File: src/design/errd_pkg.sv
package errd_pkg;

  // Word and field widths
  localparam int WORD_W = 16;
  localparam int REG_W = 4;
  localparam int MODE_W = 2;
  localparam int CNT_W = 3;

  // Field positions in an instruction word
  localparam int DREG_LSB = 0;
  localparam int SRC_MODE_LSB = 4;
  localparam int BW_BIT = 6;
  localparam int DST_MODE_BIT = 7;
  localparam int SREG_LSB = 8;
  localparam int OPC_LSB = 12;

  // Single-operand push pattern in bits 15:7
  localparam logic [8:0] PUSH_PATTERN = 9'h024;
  localparam int PUSH_PAT_LSB = 7;

  // Two-operand ADD opcode in bits 15:12 with bit 15 free
  localparam logic [2:0] ADD_OPC_LOW = 3'h5;

  // Return encodings
  localparam logic [15:0] RET_WORD = 16'h4130;
  localparam logic [15:0] RETI_WORD = 16'h1300;
  localparam logic [15:0] RETI_ALT_WORD = 16'h1301;

  // Source addressing field values
  localparam logic [1:0] MODE_REG = 2'h0;
  localparam logic [1:0] MODE_IDX = 2'h1;
  localparam logic [1:0] MODE_IND = 2'h2;
  localparam logic [1:0] MODE_AUTO = 2'h3;

  // Register numbers
  localparam logic [3:0] REG_PC = 4'h0;
  localparam logic [3:0] REG_SR = 4'h2;
  localparam logic [3:0] REG_CG = 4'h3;

  // Generated constants on the second generator register
  localparam logic [15:0] CG_ZERO = 16'h0000;
  localparam logic [15:0] CG_ONE = 16'h0001;
  localparam logic [15:0] CG_TWO = 16'h0002;
  localparam logic [15:0] CG_MINUS1 = 16'hffff;

  // Execution lengths in clock cycles
  localparam logic [2:0] CYC_PUSH_CG = 3'h3;
  localparam logic [2:0] CYC_PUSH_IMM = 3'h5;
  localparam logic [2:0] CYC_PUSH_OTHER = 3'h3;
  localparam logic [2:0] CYC_DEFAULT = 3'h1;

  // Wrong vector fetch
  localparam logic [15:0] VEC_FAULT_OFFSET = 16'h0020;
  localparam logic [7:0] SP_FAULT_PAGE = 8'h02;
  localparam int SP_FAULT_BIT = 5;

  // Add pass counts
  localparam logic [1:0] PASS_NONE = 2'h0;
  localparam logic [1:0] PASS_ONE = 2'h1;
  localparam logic [1:0] PASS_TWO = 2'h2;

  // Stack pointer lies in one of the four faulty 32-byte windows
  function automatic logic errd_sp_in_window(input logic [15:0] sp);
    errd_sp_in_window = (sp[15:8] == SP_FAULT_PAGE) && !sp[SP_FAULT_BIT];
  endfunction : errd_sp_in_window

endpackage : errd_pkg

File: src/design/errd_decode.sv
module errd_decode
  import errd_pkg::*;
(
  input wire logic clk_sys,
  input wire logic rst_n,
  input wire logic fetch_valid,
  input wire logic [15:0] fetch_word,
  output logic fetch_ready,
  input wire logic irq_accept,
  input wire logic [15:0] irq_vector,
  input wire logic [15:0] stack_ptr,
  output logic [15:0] memory_address_bus,
  output logic mab_valid,
  output logic vector_shifted,
  output logic push_strobe,
  output logic [15:0] push_value,
  output logic push_refused,
  output logic instr_done,
  output logic [1:0] add_passes,
  output logic add_doubled,
  output logic reti_exec,
  output logic ret_history
);

  typedef enum logic [1:0] {
    ERRD_IDLE,
    ERRD_EXT,
    ERRD_EXEC
  } errd_state_t;

  errd_state_t state_reg;
  errd_state_t state_next;
  logic [2:0] cnt_reg;
  logic [2:0] cnt_next;
  logic ready_reg;
  logic ready_next;
  logic done_reg;
  logic done_next;
  logic strobe_reg;
  logic strobe_next;
  logic [15:0] value_reg;
  logic [15:0] value_next;
  logic refused_reg;
  logic [1:0] passes_reg;
  logic doubled_reg;
  logic reti_reg;
  logic history_reg;
  logic history_next;
  logic pend_push_reg;
  logic pend_push_next;
  logic pend_hist_reg;
  logic pend_hist_next;

  // Decoder outputs for the word on the fetch port
  logic dec_is_push;
  logic dec_push_cg;
  logic dec_push_imm;
  logic dec_push_refused;
  logic [15:0] dec_cg_value;
  logic dec_add_match;
  logic dec_is_reti;
  logic dec_sets_history;
  logic [2:0] dec_cycles;

  errd_classify u_classify (
    .word(fetch_word),
    .is_push(dec_is_push),
    .push_cg(dec_push_cg),
    .push_imm(dec_push_imm),
    .push_refused(dec_push_refused),
    .cg_value(dec_cg_value),
    .add_match(dec_add_match),
    .is_reti(dec_is_reti),
    .sets_history(dec_sets_history),
    .cycles(dec_cycles)
  );

  errd_vector u_vector (
    .clk_sys(clk_sys),
    .rst_n(rst_n),
    .irq_accept(irq_accept),
    .irq_vector(irq_vector),
    .stack_ptr(stack_ptr),
    .memory_address_bus(memory_address_bus),
    .mab_valid(mab_valid),
    .vector_shifted(vector_shifted)
  );

  // Handshake qualifiers
  wire take_word = fetch_valid && ready_reg;
  wire take_opcode = take_word && (state_reg == ERRD_IDLE);
  wire take_ext = take_word && (state_reg == ERRD_EXT);
  wire single_cycle = (dec_cycles == CYC_DEFAULT);

  // Doubled addition needs the history of the previous instruction
  wire double_hit = take_opcode && dec_add_match && history_reg;
  wire is_add = take_opcode && (fetch_word[14:12] == ADD_OPC_LOW);
  wire [1:0] passes_next = !is_add ? PASS_NONE :
                           double_hit ? PASS_TWO : PASS_ONE;

  // A push with a value to store, refused pushes excluded
  wire push_live = dec_is_push && !dec_push_refused;
  wire [15:0] first_value = dec_push_cg ? dec_cg_value : fetch_word;

  // Sequencer next state
  always_comb
  begin
    state_next = state_reg;
    cnt_next = cnt_reg;
    ready_next = ready_reg;
    done_next = 1'b0;
    strobe_next = 1'b0;
    value_next = value_reg;
    pend_push_next = pend_push_reg;
    pend_hist_next = pend_hist_reg;
    history_next = history_reg;
    case (state_reg)
      ERRD_IDLE:
      begin
        if (take_opcode)
        begin
          pend_push_next = push_live;
          pend_hist_next = dec_sets_history;
          value_next = first_value;
          if (single_cycle)
          begin
            done_next = 1'b1;
            strobe_next = push_live;
            history_next = dec_sets_history;
          end
          else if (dec_push_imm)
          begin
            state_next = ERRD_EXT;
            cnt_next = dec_cycles - 3'h1;
          end
          else
          begin
            state_next = ERRD_EXEC;
            cnt_next = dec_cycles - 3'h1;
            ready_next = 1'b0;
          end
        end
      end
      ERRD_EXT:
      begin
        if (take_ext)
        begin
          value_next = fetch_word;
          cnt_next = cnt_reg - 3'h1;
          state_next = ERRD_EXEC;
          ready_next = 1'b0;
        end
      end
      ERRD_EXEC:
      begin
        if (cnt_reg <= 3'h1)
        begin
          state_next = ERRD_IDLE;
          cnt_next = 3'h0;
          ready_next = 1'b1;
          done_next = 1'b1;
          strobe_next = pend_push_reg;
          history_next = pend_hist_reg;
        end
        else
        begin
          cnt_next = cnt_reg - 3'h1;
        end
      end
      default:
      begin
        state_next = ERRD_IDLE;
        cnt_next = 3'h0;
        ready_next = 1'b1;
      end
    endcase
  end

  // State and cycle count
  always_ff @(posedge clk_sys or negedge rst_n)
  begin
    if (!rst_n)
    begin
      state_reg <= ERRD_IDLE;
      cnt_reg <= 3'h0;
    end
    else
    begin
      state_reg <= state_next;
      cnt_reg <= cnt_next;
    end
  end

  // Fetch handshake and completion pulses
  always_ff @(posedge clk_sys or negedge rst_n)
  begin
    if (!rst_n)
    begin
      ready_reg <= 1'b1;
      done_reg <= 1'b0;
      strobe_reg <= 1'b0;
    end
    else
    begin
      ready_reg <= ready_next;
      done_reg <= done_next;
      strobe_reg <= strobe_next;
    end
  end

  // Pushed value, reloaded from every opcode taken and again from the extension word of an immediate push
  always_ff @(posedge clk_sys or negedge rst_n)
  begin
    if (!rst_n)
    begin
      value_reg <= 16'h0000;
    end
    else
    begin
      value_reg <= value_next;
    end
  end

  // Effects held back until a multi-cycle instruction completes
  always_ff @(posedge clk_sys or negedge rst_n)
  begin
    if (!rst_n)
    begin
      pend_push_reg <= 1'b0;
      pend_hist_reg <= 1'b0;
    end
    else
    begin
      pend_push_reg <= pend_push_next;
      pend_hist_reg <= pend_hist_next;
    end
  end

  // One-instruction return history
  always_ff @(posedge clk_sys or negedge rst_n)
  begin
    if (!rst_n)
    begin
      history_reg <= 1'b0;
    end
    else
    begin
      history_reg <= history_next;
    end
  end

  // Refusal and return pulses, one cycle after the opcode is taken
  always_ff @(posedge clk_sys or negedge rst_n)
  begin
    if (!rst_n)
    begin
      refused_reg <= 1'b0;
      reti_reg <= 1'b0;
    end
    else
    begin
      refused_reg <= take_opcode && dec_push_refused;
      reti_reg <= take_opcode && dec_is_reti;
    end
  end

  // Add pass count and doubled flag, one cycle after the opcode is taken
  always_ff @(posedge clk_sys or negedge rst_n)
  begin
    if (!rst_n)
    begin
      passes_reg <= PASS_NONE;
      doubled_reg <= 1'b0;
    end
    else
    begin
      passes_reg <= passes_next;
      doubled_reg <= double_hit;
    end
  end

  // Output drive
  assign fetch_ready = ready_reg;
  assign instr_done = done_reg;
  assign push_strobe = strobe_reg;
  assign push_value = value_reg;
  assign push_refused = refused_reg;
  assign add_passes = passes_reg;
  assign add_doubled = doubled_reg;
  assign reti_exec = reti_reg;
  assign ret_history = history_reg;

endmodule : errd_decode

File: src/design/errd_classify.sv
module errd_classify
  import errd_pkg::*;
(
  input wire logic [15:0] word,
  output logic is_push,
  output logic push_cg,
  output logic push_imm,
  output logic push_refused,
  output logic [15:0] cg_value,
  output logic add_match,
  output logic is_reti,
  output logic sets_history,
  output logic [2:0] cycles
);

  // Field extraction
  wire [3:0] sreg = word[SREG_LSB +: REG_W];
  wire [3:0] dreg = word[DREG_LSB +: REG_W];
  wire [1:0] smode = word[SRC_MODE_LSB +: MODE_W];
  wire [3:0] preg = word[DREG_LSB +: REG_W];

  // Push classes
  assign is_push = (word[15:PUSH_PAT_LSB] == PUSH_PATTERN);
  assign push_refused = is_push && (preg == REG_SR) && smode[1];
  assign push_cg = is_push && (preg == REG_CG);
  assign push_imm = is_push && (preg == REG_PC) && (smode == MODE_AUTO);

  // Constants 0, 1, 2 and minus one only
  assign cg_value = (smode == MODE_REG) ? CG_ZERO :
                    (smode == MODE_IDX) ? CG_ONE :
                    (smode == MODE_IND) ? CG_TWO : CG_MINUS1;

  // Doubled-addition mask with register exclusions
  wire mask_hit = (word[14:12] == ADD_OPC_LOW) && !word[DST_MODE_BIT] &&
                  (smode == MODE_IND);
  wire sreg_ok = (sreg != REG_SR) && (sreg != REG_CG);
  wire dreg_ok = (dreg != REG_PC) && (dreg != REG_SR) && (dreg != REG_CG);
  assign add_match = mask_hit && sreg_ok && dreg_ok;

  // Both return-from-interrupt words execute as return; RET_WORD and the plain one arm history
  assign is_reti = (word == RETI_WORD) || (word == RETI_ALT_WORD);
  assign sets_history = (word == RET_WORD) || (word == RETI_WORD);

  // Execution length
  assign cycles = push_refused ? CYC_DEFAULT :
                  push_imm ? CYC_PUSH_IMM :
                  push_cg ? CYC_PUSH_CG :
                  is_push ? CYC_PUSH_OTHER : CYC_DEFAULT;

endmodule : errd_classify

File: src/design/errd_vector.sv
module errd_vector
  import errd_pkg::*;
(
  input wire logic clk_sys,
  input wire logic rst_n,
  input wire logic irq_accept,
  input wire logic [15:0] irq_vector,
  input wire logic [15:0] stack_ptr,
  output logic [15:0] memory_address_bus,
  output logic mab_valid,
  output logic vector_shifted
);

  logic [15:0] mab_reg;
  logic mab_valid_reg;
  logic shifted_reg;

  // Fault selection and the address that results
  wire fault = errd_sp_in_window(stack_ptr);
  wire [15:0] mab_next = fault ? (irq_vector - VEC_FAULT_OFFSET) : irq_vector;

  // Vector address drive, one cycle per acceptance
  always_ff @(posedge clk_sys or negedge rst_n)
  begin
    if (!rst_n)
    begin
      mab_reg <= 16'h0000;
      mab_valid_reg <= 1'b0;
      shifted_reg <= 1'b0;
    end
    else
    begin
      mab_valid_reg <= irq_accept;
      shifted_reg <= irq_accept && fault;
      if (irq_accept)
      begin
        mab_reg <= mab_next;
      end
    end
  end

  assign memory_address_bus = mab_reg;
  assign mab_valid = mab_valid_reg;
  assign vector_shifted = shifted_reg;

endmodule : errd_vector

File: config.mk
export PLATFORM = sky130hd
export DESIGN_NAME = errd_decode
export DESIGN_NICKNAME = d
export VERILOG_FILES = /design/src/design/errd_pkg.sv /design/src/design/errd_decode.sv /design/src/design/errd_classify.sv /design/src/design/errd_vector.sv
export SDC_FILE = /design/constraint.sdc
export NUM_CORES = 1
export LEC_CHECK = 0
export BUFFER_PORTS_ARGS = -buffer_cell sky130_fd_sc_hd__buf_2
export CORE_ASPECT_RATIO = 0.9
export CORE_MARGIN = 2
export CORE_UTILIZATION = 48
export DETAILED_ROUTE_END_ITERATION = 8
export GPL_ROUTABILITY_DRIVEN = 0
export PLACE_DENSITY = 0.77
export RECOVER_POWER = 25
export SLEW_MARGIN = 20
export SYNTH_ARGS = -nofsm -noshare
export SYNTH_HDL_FRONTEND = slang
export SYNTH_SLANG_ARGS = --single-unit
File: constraint.sdc
create_clock -name clk_sys -period 1.7 [get_ports clk_sys]
set_input_delay 0.34 -clock clk_sys [delete_from_list [all_inputs] [get_ports clk_sys]]
set_output_delay 0.34 -clock clk_sys [all_outputs]
set_load 0.02 [all_outputs]
# After elaboration in Yosys (flattened, before gate mapping)
# Cells that the tools add are included.
# op_classes
n_addsub	3
n_lt_le_gt_ge	1
eq_ne	24
n_mux	43
reduce_logical	40
# ops
op	count
2-to-1 mux 16 bit	7
== test 16 x 13 -> 1 bit (second input constant)	2
one-hot mux 16 bit (2 select lines)	1
logical AND 1 bit	23
2-to-1 mux 3 bit	7
== test 16 x 15 -> 1 bit (second input constant)	1
2-to-1 mux 2 bit	8
!= test 4 x 2 -> 1 bit (second input constant)	4
subtractor 16 x 6 -> 16 bit (second input constant)	1
2-to-1 mux 1 bit	14
!= test 2 bit (second input constant)	6
== test 9 x 6 -> 1 bit (second input constant)	1
one-hot mux 3 bit (3 select lines)	1
== test 4 x 2 -> 1 bit (second input constant)	2
== test 8 x 2 -> 1 bit (second input constant)	1
AND reduction 4 bit	2
== test 2 bit (second input constant)	3
one-hot mux 1 bit (2 select lines)	3
one-hot mux 2 bit (3 select lines)	1
AND reduction 3 bit	2
subtractor 3 x 1 -> 3 bit (second input constant)	2
AND reduction 5 bit	1
== test 2 x 1 -> 1 bit (second input constant)	2
zero test 2 bit	2
10 further kinds	14
# totals
reg_bits	50
in_bits	52
out_inout_bits	43
wordCells	127

# Longest topological paths before layout
# Gate-level depths: netlist of run 1.
# logic_depth
word_depth	9
mapped_depth	6
depth_no_buf	6

# Modules after synthesis
# Synthesis of run 1 repeated with hierarchy kept, for this count alone.
# unflattened
cells_unflattened	279
hier_area_um2	2768.9
# modules_own_cells
module	instances	cells_each	area_each_um2	seq_area_each_um2
errd_decode	1	150	1577.8	802.0
errd_vector	1	82	874.6	450.4
errd_classify	1	47	316.6	0.0

# Least setup slack after synthesis of run 1
# No wires, ideal clock.
# synth_path
path_kind	register to register
from	reg ready_reg, in the netlist fetch_ready
to	reg state_reg[1]
setup_time_ns	0.077
arrival_time_ns	1.603
required_time_ns	1.623
setup_slack_ns	0.020
stages_incl_launch_ff	6
path_buffers	1
synth_period_minus_slack_ns	1.680
path_cell_list	dfstp_2 -> nand2_1 -> nor2_1 -> clkbuf_1 -> nand2_1 -> a21oi_1
# synth_via
elab_chain_cells	4
word_cells_on_any_way	6
cone_classes	eq/ne: 2; reduce/logical: 4
# synth_lines
item	line_no	source
start, declared	errd_decode.sv:35	logic ready_reg;
start signal, assigned	errd_decode.sv:205	ready_reg <= ready_next;
logical AND 1 bit (*)	errd_decode.sv:90	wire take_word = fetch_valid && ready_reg;
logical AND 1 bit (on tied branches)	errd_decode.sv:92, errd_decode.sv:91	
!= test 2 bit (no line)	--	
AND reduction 4 bit (no line) (*)	--	
end signal, assigned	errd_decode.sv:189	state_reg <= state_next;
end, declared	errd_decode.sv:31	errd_state_t state_reg;
# Mark *: on every way between the ends. The rest lies on a longest branch, timed or not.
# A chain may end at the register's enable or synchronous reset.

# Final worst setup path of run 1
# layout_path
from	in fetch_word[10]
to	reg ready_reg, in the netlist fetch_ready
# layout_via
elab_chain_cells	8
word_cells_on_any_way	14
cone_classes	eq/ne: 4; mux: 4; reduce/logical: 6
# layout_lines
item	line_no	source
start, declared	errd_decode.sv:7	input wire logic [15:0] fetch_word,
== test 9 x 6 -> 1 bit (*)	errd_classify.sv:23	assign is_push = (word[15:PUSH_PAT_LSB] == PUSH_PATTERN);
2-to-1 mux 2 bit, or another cell as far along	errd_classify.sv:48	is_push ? CYC_PUSH_OTHER : CYC_DEFAULT;
2-to-1 mux 3 bit / logical AND 1 bit (equally long branches)	errd_classify.sv:47, errd_classify.sv:26	
2-to-1 mux 3 bit	errd_classify.sv:46	push_imm ? CYC_PUSH_IMM :
2-to-1 mux 3 bit	errd_classify.sv:45	assign cycles = push_refused ? CYC_DEFAULT :
== test 3 x 1 -> 1 bit	errd_decode.sv:93	wire single_cycle = (dec_cycles == CYC_DEFAULT);
!= test 2 bit (no line)	--	
AND reduction 5 bit (no line) (*)	--	
# Marks and branches as above.

==> results of run 1 <==
==> path summary, 6_finish.rpt <==
path / endpoint / slack, ns / depth (start not counted)
worst max-delay path: fetch_ready / 0.1 / 7
worst min-delay path: u_vector.memory_address_bus[0] / 0.26 / 2
worst max register to register: push_value[6] / 0.1 / 6
worst min register to register: pend_hist_reg / 0.48 / 2
max in group asynchronous: push_value[5] / 0.25 / 3
min in group asynchronous: push_value[2] / 0.75 / 2
==> cell type report <==
class / count / area, sq um
Fill cell: 397 / 1470
Sequential cell: 50 / 1250
Multi-Input combinational cell: 178 / 1150
Timing Repair Buffer: 134 / 797
Clock buffer: 6 / 82.6
Tap cell: 65 / 81.3
Inverter: 7 / 26.3
Clock inverter: 2 / 12.5
==> timing repair <==
action / in CTS / in global routing
setup buffers: 0 / 0
resized for setup: 1 / 6
endpoints found under the hold margin: 17 / 0
setup endpoints to repair: 1 / 6
pin swaps: 0 / 1
hold buffers: 1 / 0
cloned: 0 / 1
==> power breakdown <==
part / switching [W] / internal [W] / leakage [nW]
combinational: 0.000291 / 0.000215 / 0.942
sequential: 0.0000391 / 0.00126 / 0.609
clock: 0.000382 / 0.000327 / 0.0472
==> through the flow <==
stage	area, sq um	worst slack, ns	setup TNS [ns]
final	3400	0.0984	0
after global placement	3270	-0.132	-1.77
after floorplan	2430	0.0197	0
after global routing	3400	-0.00419	-0.00419
after CTS	3380	0.0996	0
after detailed placement	3270	-0.178	-2.99
==> cells in the final DEF (no fill, tap or decap), types with 2 or more instances in the layout <==
cell,count
a21oi_1,25
a22o_1,3
a31oi_1,2
and3_1,3
buf_2,85
buf_4,44
clkbuf_1,3
clkbuf_8,6
dfrtp_1,49
ha_1,2
inv_1,7
mux2_2,5
nand2_1,23
nand2b_1,3
nand3_1,5
nand4_1,2
nor2_1,26
nor2b_1,2
nor3_1,5
nor3b_2,2
nor4_1,5
nor4_2,4
o21ai_0,6
o21ai_1,4
o22a_1,9
o31ai_1,3
or2_2,2
or2_4,3
or4_1,2
xnor2_1,9
==> kinds of logic (layout without fill, tap and decap cells) <==
kind of cell / count (synthesis) / after routing / share of synthesized area
fa+ha+maj: 2 / 2 / 0.0103
buf+inv: 15 / 149 / 0.0253
compound gates: 58 / 59 / 0.157
simple gates: 101 / 101 / 0.228
mux: 6 / 6 / 0.0278
xor+xnor: 10 / 10 / 0.0361
flops: 50 / 50 / 0.516
==> per-layer routing <==
| layer | wire length [microns] | global-route usage | up-vias |
|---|---|---|---|
| li1 | - | - | 1143 |
| met4 | 76 | 0.0709 | 0 |
| met5 | 0 | 0 | - |
| met1 | 2750 | 0.299 | 1100 |
| met2 | 2960 | 0.363 | 74 |
| met3 | 348 | 0.0378 | 7 |
==> Yosys cell counts (2+ instances only) <==
| master | n |
|---|---|
| a31oi_1 | 2 |
| o31ai_1 | 3 |
| a21oi_1 | 25 |
| o21ai_1 | 3 |
| o22a_1 | 9 |
| nor3_1 | 6 |
| a22o_1 | 3 |
| nand2_1 | 23 |
| nor2_1 | 26 |
| or2_2 | 3 |
| nor4_1 | 7 |
| inv_1 | 7 |
| nand4_1 | 2 |
| nor3b_2 | 2 |
| nand2b_1 | 3 |
| nor4_2 | 2 |
| nor2b_1 | 3 |
| clkbuf_1 | 5 |
| mux2_2 | 5 |
| and3_1 | 3 |
| dfrtp_1 | 49 |
| ha_1 | 2 |
| xnor2_1 | 9 |
| o21ai_0 | 7 |
| or4_1 | 2 |
| nand3_1 | 5 |
==> summary.txt, run 1 <==
Status
  – Status: finished clean

Logic synthesis
  – Synth area leader: dfrtp_1
  – Largest cells by area after synthesis: dfrtp_1 51%, a21oi_1 5.2%, nor2_1 4.0%
  – Netlist cell types: 52
  – Yosys Warn Count: 0
  – Synth Cell Area: between 2000 and 2500 sq um
  – Post-synth EDFFs: 0
  – Async S/R FF share, synth: 1.00
  – Synth Net Count: just under 300
  – Syn_area_per_cell: roughly 10 sq um
  – Post-synth top area share: 0.505
  – Post-synthesis instance total: 242
  – Synthesized flop and latch total: 50
  – Main synth FF type: dfrtp_1
  – Sequential share of the synthesized area: 0.516

Floorplanning
  – Initial Utilization: 0.499
  – Die height: 71.5 microns
  – Core area: a little under 5000 sq um
  – DIE AREA: 5640 sq um
  – Core Rows: 24
  – Die width: between 70 and 80 microns
  – IO Pins: 95

Worst setup path
  – CP max stage delay: 0.41 ns
  – Critical path's top delay family: simple AND/OR/NAND/NOR gates
  – CP Max Fanout: 4
  – WP buf/inv: 2
  – Critical path type: in2reg
  – Startpoint types: input pin
  – Worst EP arrival: 1.85 ns
  – CP Capture Type: flip-flop
  – RR Startpoint: state_reg[0]
  – Required @ worst endpoint: 1.95 ns
  – Crit path max-delay cell type: nor3b_2
  – Critical Path Source: fetch_word[10]
  – CP Cell Sequence: buf_2 -> nor3b_2 -> nand3_2 -> buf_4 -> nor4_2 -> nand3b_1 -> a22o_1

Power and ir drop
  – Worst VDD drop: 0.541 mV
  – Total power: 0.00252 W
  – Leakage: 1.60 nW
  – Pwr/cell area: roughly 740 nW/um^2

Layout
  – Final Net Count: 430
  – Area delta synth->final: 40.1%
  – Share of cells above drive strength 1: 0.435
  – Ant diodes: 0
  – Final std cells w/o fill: 442
  – Final Util: 0.699

Clock tree
  – Clk slew on worst S/H paths: roughly 0.090 ns
  – # clock sinks: 50
  – # H-tree levels: 2
  – Longest Clk Path Bufs: 2
  – CTS tree: done
  – Clock tree root driver cell: clkbuf_8
  – Num CTS Buffers: 5
  – Worst-skew pair later-pin latency: 0.30 ns

GRT
  – Global route overflow: 0
  – First-pass GRT wire length: 9.82 mm
  – Vias in the first global route: 2,145
  – Largest net degree at the start of global routing: 33
  – Initial antenna violation count: 0
  – Tot GR Track Use: 0.220

Detailed routing
  – Iter 0 DRT Violations: around 110
  – Via/cell ratio: approximately 5.3
  – DRT antenna net count: 0
  – Post-route DRC: 0
  – Vias after detailed routing: 2,324
  – Post-DR wirelength/cell: 13.9 microns
  – Routed wire length: 6.14 mm
  – DRT Pass-1 Iters: 4

Placed design
  – Dpl hpwl: ~4.8 mm
  – Cells after DPL: 432
  – IO buf count: slightly below 90

Timing
  – Final Skew: 0.00686 ns
  – Final Hold Viols: 0
  – Pins Over Slew Limit: 0
  – Slew @ Worst Pin: 1.07 ns
  – F_max: 0.624 GHz
  – Min Hold Slack: around 0.26 ns
  – Final period util: 0.942
  – Endpoints failing setup: 0
  – Slew headroom: 0.288
  – Minimum clock period: 1.60 ns

Hold path
  – Tightest Hold Check Type: in2reg
  – Hold path start: irq_vector[0]

Job
  – MaxCap Viol Count: 0
Note: power is estimated with default switching activity, not from simulation.
==> run 2, diff against run 1 <==
--- a/config.mk
+++ b/config.mk
@@ -7,11 +7,11 @@
 export LEC_CHECK = 0
 export BUFFER_PORTS_ARGS = -buffer_cell sky130_fd_sc_hd__buf_2
 export CORE_ASPECT_RATIO = 0.9
-export CORE_MARGIN = 2
-export CORE_UTILIZATION = 48
+export CORE_MARGIN = 5
+export CORE_UTILIZATION = 40
 export DETAILED_ROUTE_END_ITERATION = 8
 export GPL_ROUTABILITY_DRIVEN = 0
-export PLACE_DENSITY = 0.77
+export PLACE_DENSITY = 0.66
 export RECOVER_POWER = 25
 export SLEW_MARGIN = 20
 export SYNTH_ARGS = -nofsm -noshare
==> run 2 against run 1 <==
Flip-flop and latch count is the same. Fmax grew 0.51%. Utilization fell by 13 points. Critical endpoint is now add_passes[0]. Die area rose by 37%. Count of clock-buffer cells in the layout decreased by 1. Sequential power hardly changed. Worst hold slack worse by 0.0063 ns. Clock power rose by 22%. Design area down 0.22%. Global-route usage fell by 5.3 points. Critical path depth shrank 1. Register-to-register slack about the same.
==> summary.txt, run 2 (synthesized netlist as in run 1, its figures left out) <==
Placed design
  – Dpl hpwl: 5.04 mm
  – IO buf count: 87
  – Cells after DPL: 440

Timing
  – Pins Over Slew Limit: 0
  – F_max: 0.628 GHz
  – Unrepaired setup endpoints after global routing: no
  – Post-route setup TNS: 0 ns
  – Slew @ Worst Pin: 0.904 ns
  – Slew headroom: 0.397
  – Final Hold Viols: 0
  – Minimum clock period: between 1.5 and 2 ns
  – Min Hold Slack: approximately 0.26 ns
  – Endpoints failing setup: 0
  – Final period util: 0.937
  – Final Skew: 0.0129 ns

Worst setup path
  – CP Cell Sequence: nand2_1 -> nor3_1 -> buf_4 -> nand3_1 -> nor4_1 -> nor2_1
  – Worst r2r path cells: 6
  – Critical path type: reg2reg
  – CP Capture Type: flip-flop
  – R2R Path End: add_passes[0]
  – Reg2Reg Setup Slack: ~0.11 ns
  – Crit path max-delay cell type: dfstp_2
  – CP Max Fanout: 4
  – RR Startpoint: fetch_ready
  – Required @ worst endpoint: 1.89 ns
  – CP max stage delay: approximately 0.54 ns
  – Worst EP arrival: 1.78 ns
  – Startpoint types: flip-flop

Floorplanning
  – Die height: 83.9 microns
  – Core area: roughly 6000 sq um
  – Core Rows: 27
  – DIE AREA: 7730 sq um
  – IO Pins: 95
  – Initial Utilization: 0.404
  – Die width: 92.1 microns

Detailed routing
  – Iter 0 DRT Violations: roughly 70
  – DRT antenna net count: 0
  – Vias after detailed routing: 2,299
  – Post-route DRC: 0
  – Routed wire length: 6.24 mm
  – Post-DR wirelength/cell: 13.9 microns
  – Via/cell ratio: just over 5
  – DRT Pass-1 Iters: 4

Layout
  – Area delta synth->final: 39.7%
  – Most frequent cells in the layout: 86 x buf_2, 48 x dfrtp_1, 44 x buf_4, 25 x nor2_1, 25 x a21oi_1
  – Commonest non-fill, non-tap cell in the layout: buf_2
  – Final Util: 0.564
  – Share of cells above drive strength 1: 0.430
  – Ant diodes: 0
  – Final Net Count: 430
  – Final std cells w/o fill: about 450

GRT
  – Vias in the first global route: between 2,000 and 2,500
  – Global route overflow: 0
  – Initial antenna violation count: 0
  – Largest net degree at the start of global routing: 26
  – First-pass GRT wire length: 10.5 mm
  – Tot GR Track Use: 0.167

Power and ir drop
  – Clock power share: 0.325
  – NetSw: about 0.00074 W
  – Worst VDD drop: roughly 0.40 mV
  – P_int: 0.00192 W
  – Total power: between 0.002 and 0.003 W
  – Sw Ratio: 0.278
  – Leakage: 1.60 nW
  – Pwr/cell area: 784 nW/um^2
  – Combinational power share: 0.185
  – Seq pwr share: 0.490

Hold path
  – Hold path start: irq_vector[4]
  – Hold Path Sink: u_vector.memory_address_bus[4]
  – Hold path depth: 2
  – Tightest Hold Check Type: in2reg

Clock tree
  – Post-CTS Setup Bufs: 0
  – Clk slew on worst S/H paths: roughly 0.090 ns
  – Longest Clk Path Bufs: 2
  – # H-tree levels: 2
  – Worst-skew pair later-pin latency: 0.31 ns
  – Num CTS Buffers: 5
  – Clock tree root driver cell: clkbuf_8
  – CTS tree: done
  – # clock sinks: 50

Status
  – Status: finished clean

Job
  – MaxCap Viol Count: 0
==> run 2: critical path: cells and delay by family, from the launching register on <==
family / cells / cell delay (ns)
buf+inv: 1 / 0.15
simple gates: 5 / 0.79
flops: 1 / 0.54
==> run 2: layer usage <==
layer,up-vias,global-route usage,part of all wire,wire [microns]
met4,0,0.0607,0.013,80
met2,107,0.262,0.45,2830
met1,1042,0.220,0.44,2760
li1,1141,-,-,-
met5,-,0,0,0
met3,9,0.0460,0.091,570
==> run 2: metrics by stage <==
stage / area (sq um) / setup slack, ns
floorplan: 2430 / 0.0197
global placement: 3300 / -0.122
detailed placement: 3300 / -0.159
CTS: 3420 / 0.0411
global route: 3390 / 0.0306
finish: 3390 / 0.106
==> run 2: what timing repair did <==
item / in CTS / in global routing
endpoints found under the hold margin: 6 / 0
endpoints found under the setup margin: 0 / 11
gates resized for setup: 0 / 2
hold buffers: 1 / 0
==> run 2: worst max path at each step <==
stage                              start                              end  depth (start not counted)
after global placement     fetch_word[3]                     state_reg[0]                          5
after detailed placement  fetch_word[10]                      fetch_ready                          7
after global routing       stack_ptr[12]  u_vector.memory_address_bus[14]                          7
final                        fetch_ready                    add_passes[0]                          6
after floorplan              fetch_ready                     state_reg[1]                          5
after CTS                    fetch_ready                    push_value[1]                          6
==> run 2: area by class of cell <==
class,count,area (sq um)
clock buffers,5,68.8
inverters,7,26.3
repair buffers,135,788
flip-flops and latches,50,1250
multi-input cells,177,1120
clock inverters,3,48.8
fillers,553,2620
well taps,72,90.1
==> run 2: power groups by stage <==
| stage | sequential [W] | clock [W] | combinational (W) |
|---|---|---|---|
| 5_1_grt | 0.00132 | 0.000948 | 0.000539 |
| 6_report | 0.00130 | 0.000864 | 0.000493 |
| 3_3_place_gp | 0.00132 | 0 | 0.000502 |
| 4_1_cts | 0.00130 | 0.000900 | 0.000510 |
| 3_5_place_dp | 0.00133 | 0 | 0.000507 |
| 2_1_floorplan | 0.00142 | 0 | 0.000142 |
